File: src/tuning_defs.svh
`ifndef TUNING_DEFS_SVH
`define TUNING_DEFS_SVH

// value ranges of the write messages
`define GAIN_MAX 16'h7FFF
`define PERCENT_MAX 16'h0064
`define SOFT_MIN 16'h0001
`define SOFT_MAX 16'h03E8
`define SOFT_DEFAULT 15'h03E8
`define SWITCH_MAX 16'h0003
`define SETPT_MAX 16'h2710
`define INDEX_MIN 8'h01
`define INDEX_SP_MAX 8'h05
`define INDEX_OPEN 8'h07
`define INDEX_CLOSE 8'h08

// request codes
`define KP_Q_FIRST 8'h2E
`define KP_Q_LAST 8'h32
`define KI_Q_FIRST 8'h29
`define KI_Q_LAST 8'h2D
`define SOFT_Q_FIRST 8'h0F
`define SOFT_Q_LAST 8'h13
`define SOFT_Q_OPEN 8'h15
`define SOFT_Q_CLOSE 8'h16

// storage slots: five proportional, five integral, seven softstart
`define SLOT_KP 5'h00
`define SLOT_KI 5'h05
`define SLOT_SOFT 5'h0A
`define SLOT_OPEN 5'h0F
`define SLOT_CLOSE 5'h10
`define SLOT_COUNT 17

// reset values
`define PERCENT_RESET 7'h64
`define RATE_RESET 16'h0001

// control cycle
`define CLK_PERIOD_NS 8
`define CTRL_CYCLE_NS 1000000
`define CTRL_CYCLES (`CTRL_CYCLE_NS / `CLK_PERIOD_NS)

`endif

File: src/tuning_pkg.sv
package tuning_pkg;

	typedef enum logic [3:0] {
		OP_KP_WR = 4'h0,
		OP_KI_WR = 4'h1,
		OP_SOFT_WR = 4'h2,
		OP_PCOMP_WR = 4'h3,
		OP_ICOMP_WR = 4'h4,
		OP_RATE_WR = 4'h5,
		OP_SWITCH_WR = 4'h6,
		OP_SETPT_WR = 4'h7,
		OP_CODE_Q = 4'h8,
		OP_PCOMP_Q = 4'h9,
		OP_ICOMP_Q = 4'hA,
		OP_RATE_Q = 4'hB,
		OP_SWITCH_Q = 4'hC
	} opcode_e;

	typedef struct packed {
		opcode_e op;
		logic [7:0] index;
		logic [15:0] value;
	} message_s;

	typedef enum logic [1:0] {
		RAMP_OFF = 2'h0,
		RAMP_BOTH = 2'h1,
		RAMP_DOWN = 2'h2,
		RAMP_UP = 2'h3
	} ramp_mode_e;

	typedef enum logic [1:0] {
		SENSE_HIGH = 2'h0,
		SENSE_LOW = 2'h1,
		SENSE_AUTO = 2'h2
	} sensor_mode_e;

	typedef enum logic {
		ST_IDLE = 1'b0,
		ST_READ = 1'b1
	} parse_state_e;

endpackage

File: src/slot_mem.sv
`timescale 1ns/1ps
// small storage with one write port and two registered read ports
module slot_mem #(
	parameter int WIDTH = 15,
	parameter int DEPTH = 17,
	parameter int AW = 5,
	parameter int DEFAULT_FROM = 10,
	parameter logic [WIDTH-1:0] DEFAULT_VAL = '0
) (
	input wire logic sys_clk_in,
	input wire logic rst_in,
	input wire logic wr_en_in,
	input wire logic [AW-1:0] wr_addr_in,
	input wire logic [WIDTH-1:0] wr_data_in,
	input wire logic [AW-1:0] rd_a_addr_in,
	output logic [WIDTH-1:0] rd_a_data_out,
	input wire logic [AW-1:0] rd_b_addr_in,
	output logic [WIDTH-1:0] rd_b_data_out
);
	typedef struct packed {
		logic [DEPTH-1:0][WIDTH-1:0] words;
		logic [WIDTH-1:0] rd_a;
		logic [WIDTH-1:0] rd_b;
	} mem_state_s;

	mem_state_s state_reg;
	mem_state_s state_next;

	always_comb begin
		state_next = state_reg;
		if (wr_en_in && int'(wr_addr_in) < DEPTH) begin
			state_next.words[wr_addr_in] = wr_data_in;
		end
		state_next.rd_a = (int'(rd_a_addr_in) < DEPTH) ? state_reg.words[rd_a_addr_in] : '0;
		state_next.rd_b = (int'(rd_b_addr_in) < DEPTH) ? state_reg.words[rd_b_addr_in] : '0;
	end

	always_ff @(posedge sys_clk_in) begin
		if (rst_in) begin
			for (int i = 0; i < DEPTH; i++) begin
				state_reg.words[i] <= (i >= DEFAULT_FROM) ? DEFAULT_VAL : '0;
			end
			state_reg.rd_a <= '0;
			state_reg.rd_b <= '0;
		end else begin
			state_reg <= state_next;
		end
	end

	assign rd_a_data_out = state_reg.rd_a;
	assign rd_b_data_out = state_reg.rd_b;
endmodule

File: src/tuning_parser.sv
`timescale 1ns/1ps
`include "tuning_defs.svh"
// Overview of operation
// proportional gain write, index 1-5, value 0-32767, stored per setpoint.
// request codes 46-50 answer with proportional gain in write format.
// high-range setpoints use stored gain, low-range ones scale it by percentage.
// proportional compensation percentage 0-100 write, request echoes it.
// integral gain write, index 1-5, value 0-32767, stored per setpoint.
// request codes 41-45 answer with integral gain in write format.
// low-range setpoints scale integral gain by its compensation percentage.
// integral compensation percentage 0-100 write, request echoes it.
// softstart write takes index 1-5, 7 open, 8 close, 0.1-100 percent.
// codes 15-19, 21, 22 answer softstart rates in write format.
// every softstart rate defaults to 100 percent of full speed.
// gradual ramp acts only under PID control, never under model-based control.
// while ramping, working setpoint moves toward target at programmed rate.
// ramp rate write must be positive; zero is refused.
// ramp switch: 0 off, 1 both ways, 2 falling only, 3 rising only.
// ramp off means the working setpoint jumps straight to the target.
// setpoint entries are taken the same way whether ramping or not.
// setpoint is percent of active sensor, or high sensor in auto dual mode.
// on enable or new setpoint, compare pressure and step each control cycle.
// requests return the stored ramp rate and ramp switch setting.
// writes with index or value out of range are ignored.
// each parameter has its own slot, changed only by its own write.
module tuning_parser
	import tuning_pkg::*;
#(
	parameter int CTRL_CYCLES = `CTRL_CYCLES
) (
	input wire logic sys_clk_in,
	input wire logic rst_in,
	input wire logic cmd_valid_in,
	input wire message_s cmd_in,
	output logic cmd_ready_out,
	output logic rsp_valid_out,
	output message_s rsp_out,
	input wire logic model_based_select_in,
	input wire sensor_mode_e sensor_mode_in,
	input wire logic [2:0] active_setpoint_in,
	input wire logic low_range_in,
	input wire logic [15:0] pressure_in,
	output logic [14:0] proportional_gain_out,
	output logic [14:0] integral_gain_out,
	output logic [15:0] working_setpoint_out,
	output logic ramp_active_out,
	output logic sensor_low_scale_out
);
	localparam int TW = $clog2(CTRL_CYCLES + 1);

	typedef struct packed {
		parse_state_e st;
		message_s rsp;
		logic rsp_valid;
		logic [6:0] prop_low_range_percent;
		logic [6:0] integ_low_range_percent;
		logic [15:0] rate;
		ramp_mode_e rmode;
		logic [15:0] target;
		logic [15:0] working;
		logic ramping;
		logic ramp_up;
		logic [TW-1:0] tick_cnt;
		logic live_phase;
		logic [14:0] kp_live;
		logic [14:0] ki_live;
		logic [14:0] kp_eff;
		logic [14:0] ki_eff;
		logic sensor_low;
	} parser_state_s;

	parser_state_s state_reg;
	parser_state_s state_next;

	logic accept;
	logic tick_now;
	logic eval_now;
	logic mem_wr;
	logic [4:0] mem_wr_addr;
	logic [4:0] mem_rd_addr;
	logic [4:0] live_addr;
	logic [14:0] mem_rd_data;
	logic [14:0] live_data;

	////////////////////////////////////////////////////////////////////////////
	// slot decoding, shared by writes and requests
	function automatic logic [5:0] slot_of(input opcode_e op, input logic [7:0] idx);
		logic sp_ok;
		sp_ok = idx >= `INDEX_MIN && idx <= `INDEX_SP_MAX;
		slot_of = 6'h00;
		unique case (op)
			OP_KP_WR: slot_of = {sp_ok, `SLOT_KP + 5'(idx - `INDEX_MIN)};
			OP_KI_WR: slot_of = {sp_ok, `SLOT_KI + 5'(idx - `INDEX_MIN)};
			OP_SOFT_WR: begin
				if (idx == `INDEX_OPEN) begin
					slot_of = {1'b1, `SLOT_OPEN};
				end else if (idx == `INDEX_CLOSE) begin
					slot_of = {1'b1, `SLOT_CLOSE};
				end else begin
					slot_of = {sp_ok, `SLOT_SOFT + 5'(idx - `INDEX_MIN)};
				end
			end
			default: slot_of = 6'h00;
		endcase
	endfunction

	// request code to the echo opcode and index; top bit marks a known code
	function automatic logic [12:0] code_map(input logic [7:0] code);
		code_map = 13'h0000;
		if (code >= `KP_Q_FIRST && code <= `KP_Q_LAST) begin
			code_map = {1'b1, OP_KP_WR, 8'(code - `KP_Q_FIRST + `INDEX_MIN)};
		end else if (code >= `KI_Q_FIRST && code <= `KI_Q_LAST) begin
			code_map = {1'b1, OP_KI_WR, 8'(code - `KI_Q_FIRST + `INDEX_MIN)};
		end else if (code >= `SOFT_Q_FIRST && code <= `SOFT_Q_LAST) begin
			code_map = {1'b1, OP_SOFT_WR, 8'(code - `SOFT_Q_FIRST + `INDEX_MIN)};
		end else if (code == `SOFT_Q_OPEN) begin
			code_map = {1'b1, OP_SOFT_WR, `INDEX_OPEN};
		end else if (code == `SOFT_Q_CLOSE) begin
			code_map = {1'b1, OP_SOFT_WR, `INDEX_CLOSE};
		end
	endfunction

	////////////////////////////////////////////////////////////////////////////
	slot_mem #(
		.WIDTH(15),
		.DEPTH(`SLOT_COUNT),
		.AW(5),
		.DEFAULT_FROM(int'(`SLOT_SOFT)),
		.DEFAULT_VAL(`SOFT_DEFAULT)
	) u_slots (
		.sys_clk_in(sys_clk_in),
		.rst_in(rst_in),
		.wr_en_in(mem_wr),
		.wr_addr_in(mem_wr_addr),
		.wr_data_in(cmd_in.value[14:0]),
		.rd_a_addr_in(mem_rd_addr),
		.rd_a_data_out(mem_rd_data),
		.rd_b_addr_in(live_addr),
		.rd_b_data_out(live_data)
	);

	////////////////////////////////////////////////////////////////////////////
	always_comb begin
		logic [5:0] wslot;
		logic [12:0] qmap;
		logic [5:0] qslot;
		logic [21:0] kp_prod;
		logic [21:0] ki_prod;
		logic [15:0] gap;
		logic want_up;
		logic allowed;
		logic ramp_on;
		wslot = slot_of(cmd_in.op, cmd_in.index);
		qmap = code_map(cmd_in.index);
		qslot = slot_of(opcode_e'(qmap[11:8]), qmap[7:0]);
		kp_prod = 22'(state_reg.kp_live * state_reg.prop_low_range_percent);
		ki_prod = 22'(state_reg.ki_live * state_reg.integ_low_range_percent);
		gap = 16'h0000;
		want_up = 1'b0;
		allowed = 1'b0;
		ramp_on = 1'b0;
		state_next = state_reg;
		state_next.rsp_valid = 1'b0;
		accept = cmd_valid_in && state_reg.st == ST_IDLE;
		mem_wr = 1'b0;
		mem_wr_addr = wslot[4:0];
		mem_rd_addr = qslot[4:0];
		eval_now = 1'b0;

		// request and write handling
		unique case (state_reg.st)
			ST_IDLE: begin
				if (accept) begin
					unique case (cmd_in.op)
						OP_KP_WR, OP_KI_WR: begin
							mem_wr = wslot[5] && cmd_in.value <= `GAIN_MAX;
						end
						OP_SOFT_WR: begin
							mem_wr = wslot[5] && cmd_in.value >= `SOFT_MIN && cmd_in.value <= `SOFT_MAX;
						end
						OP_PCOMP_WR: begin
							if (cmd_in.value <= `PERCENT_MAX) begin
								state_next.prop_low_range_percent = cmd_in.value[6:0];
							end
						end
						OP_ICOMP_WR: begin
							if (cmd_in.value <= `PERCENT_MAX) begin
								state_next.integ_low_range_percent = cmd_in.value[6:0];
							end
						end
						OP_RATE_WR: begin
							if (cmd_in.value != 16'h0000) begin
								state_next.rate = cmd_in.value;
							end
						end
						OP_SWITCH_WR: begin
							if (cmd_in.value <= `SWITCH_MAX) begin
								state_next.rmode = ramp_mode_e'(cmd_in.value[1:0]);
								eval_now = state_reg.rmode == RAMP_OFF && cmd_in.value != 16'h0000;
							end
						end
						OP_SETPT_WR: begin
							// same acceptance whatever the ramp setting
							if (cmd_in.index >= `INDEX_MIN && cmd_in.index <= `INDEX_SP_MAX &&
								cmd_in.value <= `SETPT_MAX) begin
								state_next.target = cmd_in.value;
								eval_now = 1'b1;
							end
						end
						OP_CODE_Q: begin
							if (qmap[12]) begin
								state_next.rsp = '{op: opcode_e'(qmap[11:8]), index: qmap[7:0], value: 16'h0000};
								state_next.st = ST_READ;
							end
						end
						OP_PCOMP_Q, OP_ICOMP_Q, OP_RATE_Q, OP_SWITCH_Q: begin
							state_next.rsp = '{op: cmd_in.op, index: 8'h00, value: 16'h0000};
							state_next.st = ST_READ;
						end
						default: begin
						end
					endcase
				end
			end
			ST_READ: begin
				// answers reuse the write opcode so the host sees the echo format
				unique case (state_reg.rsp.op)
					OP_PCOMP_Q: begin
						state_next.rsp.op = OP_PCOMP_WR;
						state_next.rsp.value = {9'h000, state_reg.prop_low_range_percent};
					end
					OP_ICOMP_Q: begin
						state_next.rsp.op = OP_ICOMP_WR;
						state_next.rsp.value = {9'h000, state_reg.integ_low_range_percent};
					end
					OP_RATE_Q: begin
						state_next.rsp.op = OP_RATE_WR;
						state_next.rsp.value = state_reg.rate;
					end
					OP_SWITCH_Q: begin
						state_next.rsp.op = OP_SWITCH_WR;
						state_next.rsp.value = {14'h0000, state_reg.rmode};
					end
					default: state_next.rsp.value = {1'b0, mem_rd_data};
				endcase
				state_next.rsp_valid = 1'b1;
				state_next.st = ST_IDLE;
			end
		endcase

		// live gains: one slot port alternates between the two gains
		live_addr = (state_reg.live_phase ? `SLOT_KI : `SLOT_KP) +
			((active_setpoint_in <= 3'h4) ? {2'h0, active_setpoint_in} : 5'h00);
		state_next.live_phase = !state_reg.live_phase;
		if (state_reg.live_phase) begin
			state_next.kp_live = live_data;
		end else begin
			state_next.ki_live = live_data;
		end
		state_next.kp_eff = low_range_in ? 15'(kp_prod / 22'h00_0064) : state_reg.kp_live;
		state_next.ki_eff = low_range_in ? 15'(ki_prod / 22'h00_0064) : state_reg.ki_live;
		state_next.sensor_low = sensor_mode_in == SENSE_LOW;

		// control cycle divider
		tick_now = state_reg.tick_cnt == TW'(CTRL_CYCLES - 1);
		state_next.tick_cnt = tick_now ? '0 : state_reg.tick_cnt + 1'b1;

		// gradual ramp
		ramp_on = state_next.rmode != RAMP_OFF && !model_based_select_in;
		if (!ramp_on) begin
			state_next.working = state_next.target;
			state_next.ramping = 1'b0;
		end else if (eval_now) begin
			want_up = pressure_in < state_next.target;
			allowed = state_next.rmode == RAMP_BOTH || (state_next.rmode == RAMP_UP && want_up) ||
				(state_next.rmode == RAMP_DOWN && !want_up);
			state_next.ramp_up = want_up;
			state_next.ramping = allowed && pressure_in != state_next.target;
			state_next.working = state_next.ramping ? pressure_in : state_next.target;
		end else if (state_reg.ramping && tick_now) begin
			gap = state_reg.ramp_up ? state_reg.target - state_reg.working : state_reg.working - state_reg.target;
			if (gap <= state_reg.rate) begin
				state_next.working = state_reg.target;
				state_next.ramping = 1'b0;
			end else begin
				state_next.working = state_reg.ramp_up ? state_reg.working + state_reg.rate :
					state_reg.working - state_reg.rate;
			end
		end
	end

	always_ff @(posedge sys_clk_in) begin
		if (rst_in) begin
			state_reg <= '0;
			state_reg.prop_low_range_percent <= `PERCENT_RESET;
			state_reg.integ_low_range_percent <= `PERCENT_RESET;
			state_reg.rate <= `RATE_RESET;
		end else begin
			state_reg <= state_next;
		end
	end

	assign cmd_ready_out = state_reg.st == ST_IDLE;
	assign rsp_valid_out = state_reg.rsp_valid;
	assign rsp_out = state_reg.rsp;
	assign proportional_gain_out = state_reg.kp_eff;
	assign integral_gain_out = state_reg.ki_eff;
	assign working_setpoint_out = state_reg.working;
	assign ramp_active_out = state_reg.ramping;
	assign sensor_low_scale_out = state_reg.sensor_low;
endmodule

File: config.mk
export PLATFORM = sky130hd
export DESIGN_NAME = tuning_parser
export DESIGN_NICKNAME = d
export VERILOG_FILES = /design/src/tuning_pkg.sv /design/src/slot_mem.sv /design/src/tuning_parser.sv
export VERILOG_INCLUDE_DIRS = /design/src /design/src/src
export SDC_FILE = /design/constraint.sdc
export NUM_CORES = 2
export LEC_CHECK = 0
export ABC_AREA = 1
export BUFFER_PORTS_ARGS = -buffer_cell sky130_fd_sc_hd__buf_2
export CORE_ASPECT_RATIO = 1.75
export CORE_UTILIZATION = 64
export DETAILED_ROUTE_END_ITERATION = 8
export HOLD_SLACK_MARGIN = 0.03
export PLACE_DENSITY_LB_ADDON = 0.3
export SYNTH_ARGS = -nofsm -noshare
export SYNTH_HDL_FRONTEND = slang
export SYNTH_SLANG_ARGS = --single-unit
File: constraint.sdc
create_clock -name sys_clk_in -period 13.68 [get_ports sys_clk_in]
set_clock_uncertainty 0.1 [all_clocks]
set_input_delay 1.368 -clock sys_clk_in [delete_from_list [all_inputs] [get_ports sys_clk_in]]
set_output_delay 1.368 -clock sys_clk_in [all_outputs]
set_load 0.02 [all_outputs]
==> flow_summary_export.csv <==
group,metric,value,unit
worst_setup_path,r2r_setup_slack,2.02,ns
worst_hold_path,hold_end,"state_reg[62]",
worst_setup_path,required,14.10,ns
clocking,cts_buffer_depth,3,
sta,setup-tns-final,0,ns
sta,slew_violations,0,
sta,finalCritPeriodShare,85.25,%
grt,globalRouteOverflowTotal,0,
drt,ant_nets,0,
final_layout,largest_reg_flops,255,
worst_hold_path,hold_class,"reg2reg",
synth,synth.distinct_cells,73,
synth,syn_nets,6052,
sta,relSlewSlack,17.17,%
drt,dr_total_vias,38360,
synth,syn_avg_cell_area,6.736,um^2
drt,drt-total-wl,121000,um
die,ioPinCount,132,
synth,synth_seq_cells,460,
sta,grt_setup_unrepaired,"false",
sta,fmaxAchievable,85.75,MHz
final_layout,nNetsFinal,5891,
clocking,cts_tree,"done",
synth,synth-simple-area-share,23.81,%
grt,grtUsageTotal,38.95,%
synth,synth_edf_count,0,
drt,avgViaCountPerCell,6.049,
synth,async_reset_ff_share,0,%
die,die_h,325.5,um
die,core-area,59200,um^2
clocking,insertion_delay,0.62,ns
worst_setup_path,critPathKind,"reg2reg",
place,gp_congestion,1.006,
worst_hold_path,worstHoldStart,"state_reg[62]",
grt,antenna_found_initial,5,
sta,hold_viol_final,0,
final_layout,regArea,9209,um^2
die,start_util,64.65,%
synth,yosys_warnings,0,
synth,yosysSeqAreaShare,24.06,%
sta,fin_crit,11.66,ns
sta,tightest_slew,1.229,ns
synth,synth_area,38280,um^2
final_layout,area_delta_synth_final,5.001,%
clocking,cts_buffers,45,
worst_setup_path,cpPeakStageDelay,0.81,ns
outcome,status,"complete, no violations",
synth,synthAdderAreaFrac,12.87,%
clocking,htreeDepth,2,
drt,drtIter0Drc,3381,
worst_hold_path,hold_depth,1,
worst_setup_path,slowest_stage,"dfxtp_1",
synth,muxShareOfSynthArea,0.05557,%
place,portBuffers,131,
worst_setup_path,reg2reg_to,"integral_gain_out[0]",
worst_setup_path,critPathMostFrequentCell,"nand2_4",
worst_setup_path,crit_arrival,12.08,ns
synth,synth_top_family_by_area,"simple AND/OR/NAND/NOR gates",
clocking,numClockSinks,460,
clocking,clkTransAtPathRegs,0.07,ns
synth,synthFlopType,"dfxtp_1",
clocking,post_cts_resize_count,0,
drt,drc,0,
synth,netlist_instances,5683,
worst_setup_path,cp-end-kind,"register",
synth,synth-compound-area-share,23.58,%
worst_setup_path,r2r-start,"state_reg[134]",
final_layout,fillers,5272,
clocking,cts_hold_buffers,0,
worst_setup_path,worst_r2r_path_depth,74,
die,dieArea,60830,um^2
final_layout,multi_input_area,23920,um^2
sta,setup_viol,0,
drt,first_pass_iters,6,
die,num_rows,118,
clocking,cts_setup_buffers,0,
worst_setup_path,cp-start-kind,"register",
clocking,cts-root-buf,"clkbuf_16",
flow_run,drv_cap,0,
grt,grt_pass1_wl,189400,um
worst_setup_path,crit_fanout,17,
final_layout,drive_gt1_share,11.41,%
grt,grt_pass1_vias,37220,
die,dieWidth,186.9,um
synth,synth_xor_area_share,1.987,%
drt,routedWlPerCell,19.08,um
place,dpl.hpwl,86420,um
grt,grt_max_degree,121,
[layout by cell type (no fill, tap or decap), types with 9 or more instances in the layout]
cell type  instances
nand2_1          984
inv_1            862
a21oi_1          688
o21ai_0          658
dfxtp_1          460
nand3_1          245
nor2_1           216
ha_1             182
fa_1             131
buf_2            130
nand2_2          122
o211ai_1         101
nand2_4           70
xor2_1            55
buf_4             49
clkbuf_16         45
nor3_1            43
nand4_1           40
inv_2             40
nor2_2            39
o221ai_1          35
xnor2_1           29
a31oi_1           26
nand3_2           26
o21ai_1           24
nor2_4            17
nand4_2           17
o2111ai_1         15
clkinv_1          15
a211oi_1          14
nor4_1            13
a32o_1            10
nand3b_1          10
or2_2              9
clkbuf_8           9
[kinds of logic after synthesis]
family	Yosys count
AND/OR/NAND/NOR	1870
adder cells (fa/ha/maj)	315
buffers and inverters	1308
AO/OA/AOI/OAI	1642
flip-flops	460
multiplexers	2
XOR/XNOR	86
[metal layers]
| metal | track usage, % | wire [um] | vias to the layer above |
|---|---|---|---|
| li1 | - | - | 18190 |
| met1 | 39.26 | 40720 | 17660 |
| met2 | 68.75 | 58960 | 1857 |
| met3 | 7.552 | 9969 | 654 |
| met4 | 33.41 | 11320 | 0 |
| met5 | 0 | 0 | - |
[how the worst max path moves through the flow]
| stage | start | to | slack [ns] | cells past startpoint |
|---|---|---|---|---|
| 2_1_floorplan | state_reg[137] | integral_gain_out[0] | 3.38 | 86 |
| 3_3_place_gp | state_reg[137] | integral_gain_out[0] | 2.14 | 80 |
| 3_5_place_dp | state_reg[137] | integral_gain_out[0] | 2.05 | 82 |
| 4_1_cts | state_reg[134] | integral_gain_out[0] | 2.01 | 80 |
| 5_1_grt | state_reg[134] | integral_gain_out[0] | 0.95 | 80 |
| 6_report | state_reg[134] | integral_gain_out[0] | 2.02 | 74 |
[worst max-delay path: cells and delay by family, from the launching register on]
kind,cells,cell delay [ns]
AOI/OAI and AO/OA,4,0.77
adders and majority gates,5,2.49
DFF,1,0.81
and+or+nand+nor,57,6.52
xor gates and xnor gates,1,0.46
buffers and inverters,7,0.38
[final cells by class]
cell class	instances	share of cell area, %
multi-input cells	3915	59.51
well taps	780	2.428
clock inverters	21	0.7658
diodes	4	0.02490
clock buffers	61	3.175
repair buffers	179	2.534
inverters	921	8.648
flip-flops and latches	460	22.91
[synth_stat cells, types with 13 or more instances]
cell       count  area [um^2]
o21ai_0      658         3293
nor2_1       231        867.1
a31oi_1       26        162.7
xnor2_1       30        262.8
o211ai_1     101        758.2
nor3_1        43        215.2
nor4_1        13        81.33
nand4_1       40        250.2
nand3_2       26        260.3
nand3_1      245         1226
buf_4         74        555.5
a211oi_1      14        105.1
fa_1         131         2623
o21ai_1       24        120.1
clkbuf_1     297         1115
xor2_1        55        481.7
o2111ai_1     15        131.4
nand4_2       17        212.7
nand2_4       69        777.0
dfxtp_1      460         9209
nand2_2      122        763.2
o221ai_1      35        306.5
nor2_2        24        150.1
clkinv_1      15        56.30
a21oi_1      689         3448
inv_2         38        142.6
nand2_1      985         3697
ha_1         184         2302
nor2_4        17        191.4
inv_1        866         3251
[through the flow]
stage	instance area [um^2]	hold slack [ns]	utilization [%]	setup WS (ns)	std cells
5_1_grt	40190	0.3891	67.88	0.9450	6340
3_5_place_dp	38600	0.3352	65.20	2.050	6255
4_1_cts	40180	0.3499	67.87	2.015	6337
3_3_place_gp	38600	0.3267	65.20	2.143	6255
6_report	40190	0.3469	67.89	2.018	6341
2_1_floorplan	38280	0.3175	-	3.379	5683
Power is not shown: default switching activity piles up to over one toggle a cycle in this logic, so the estimate is an artifact.
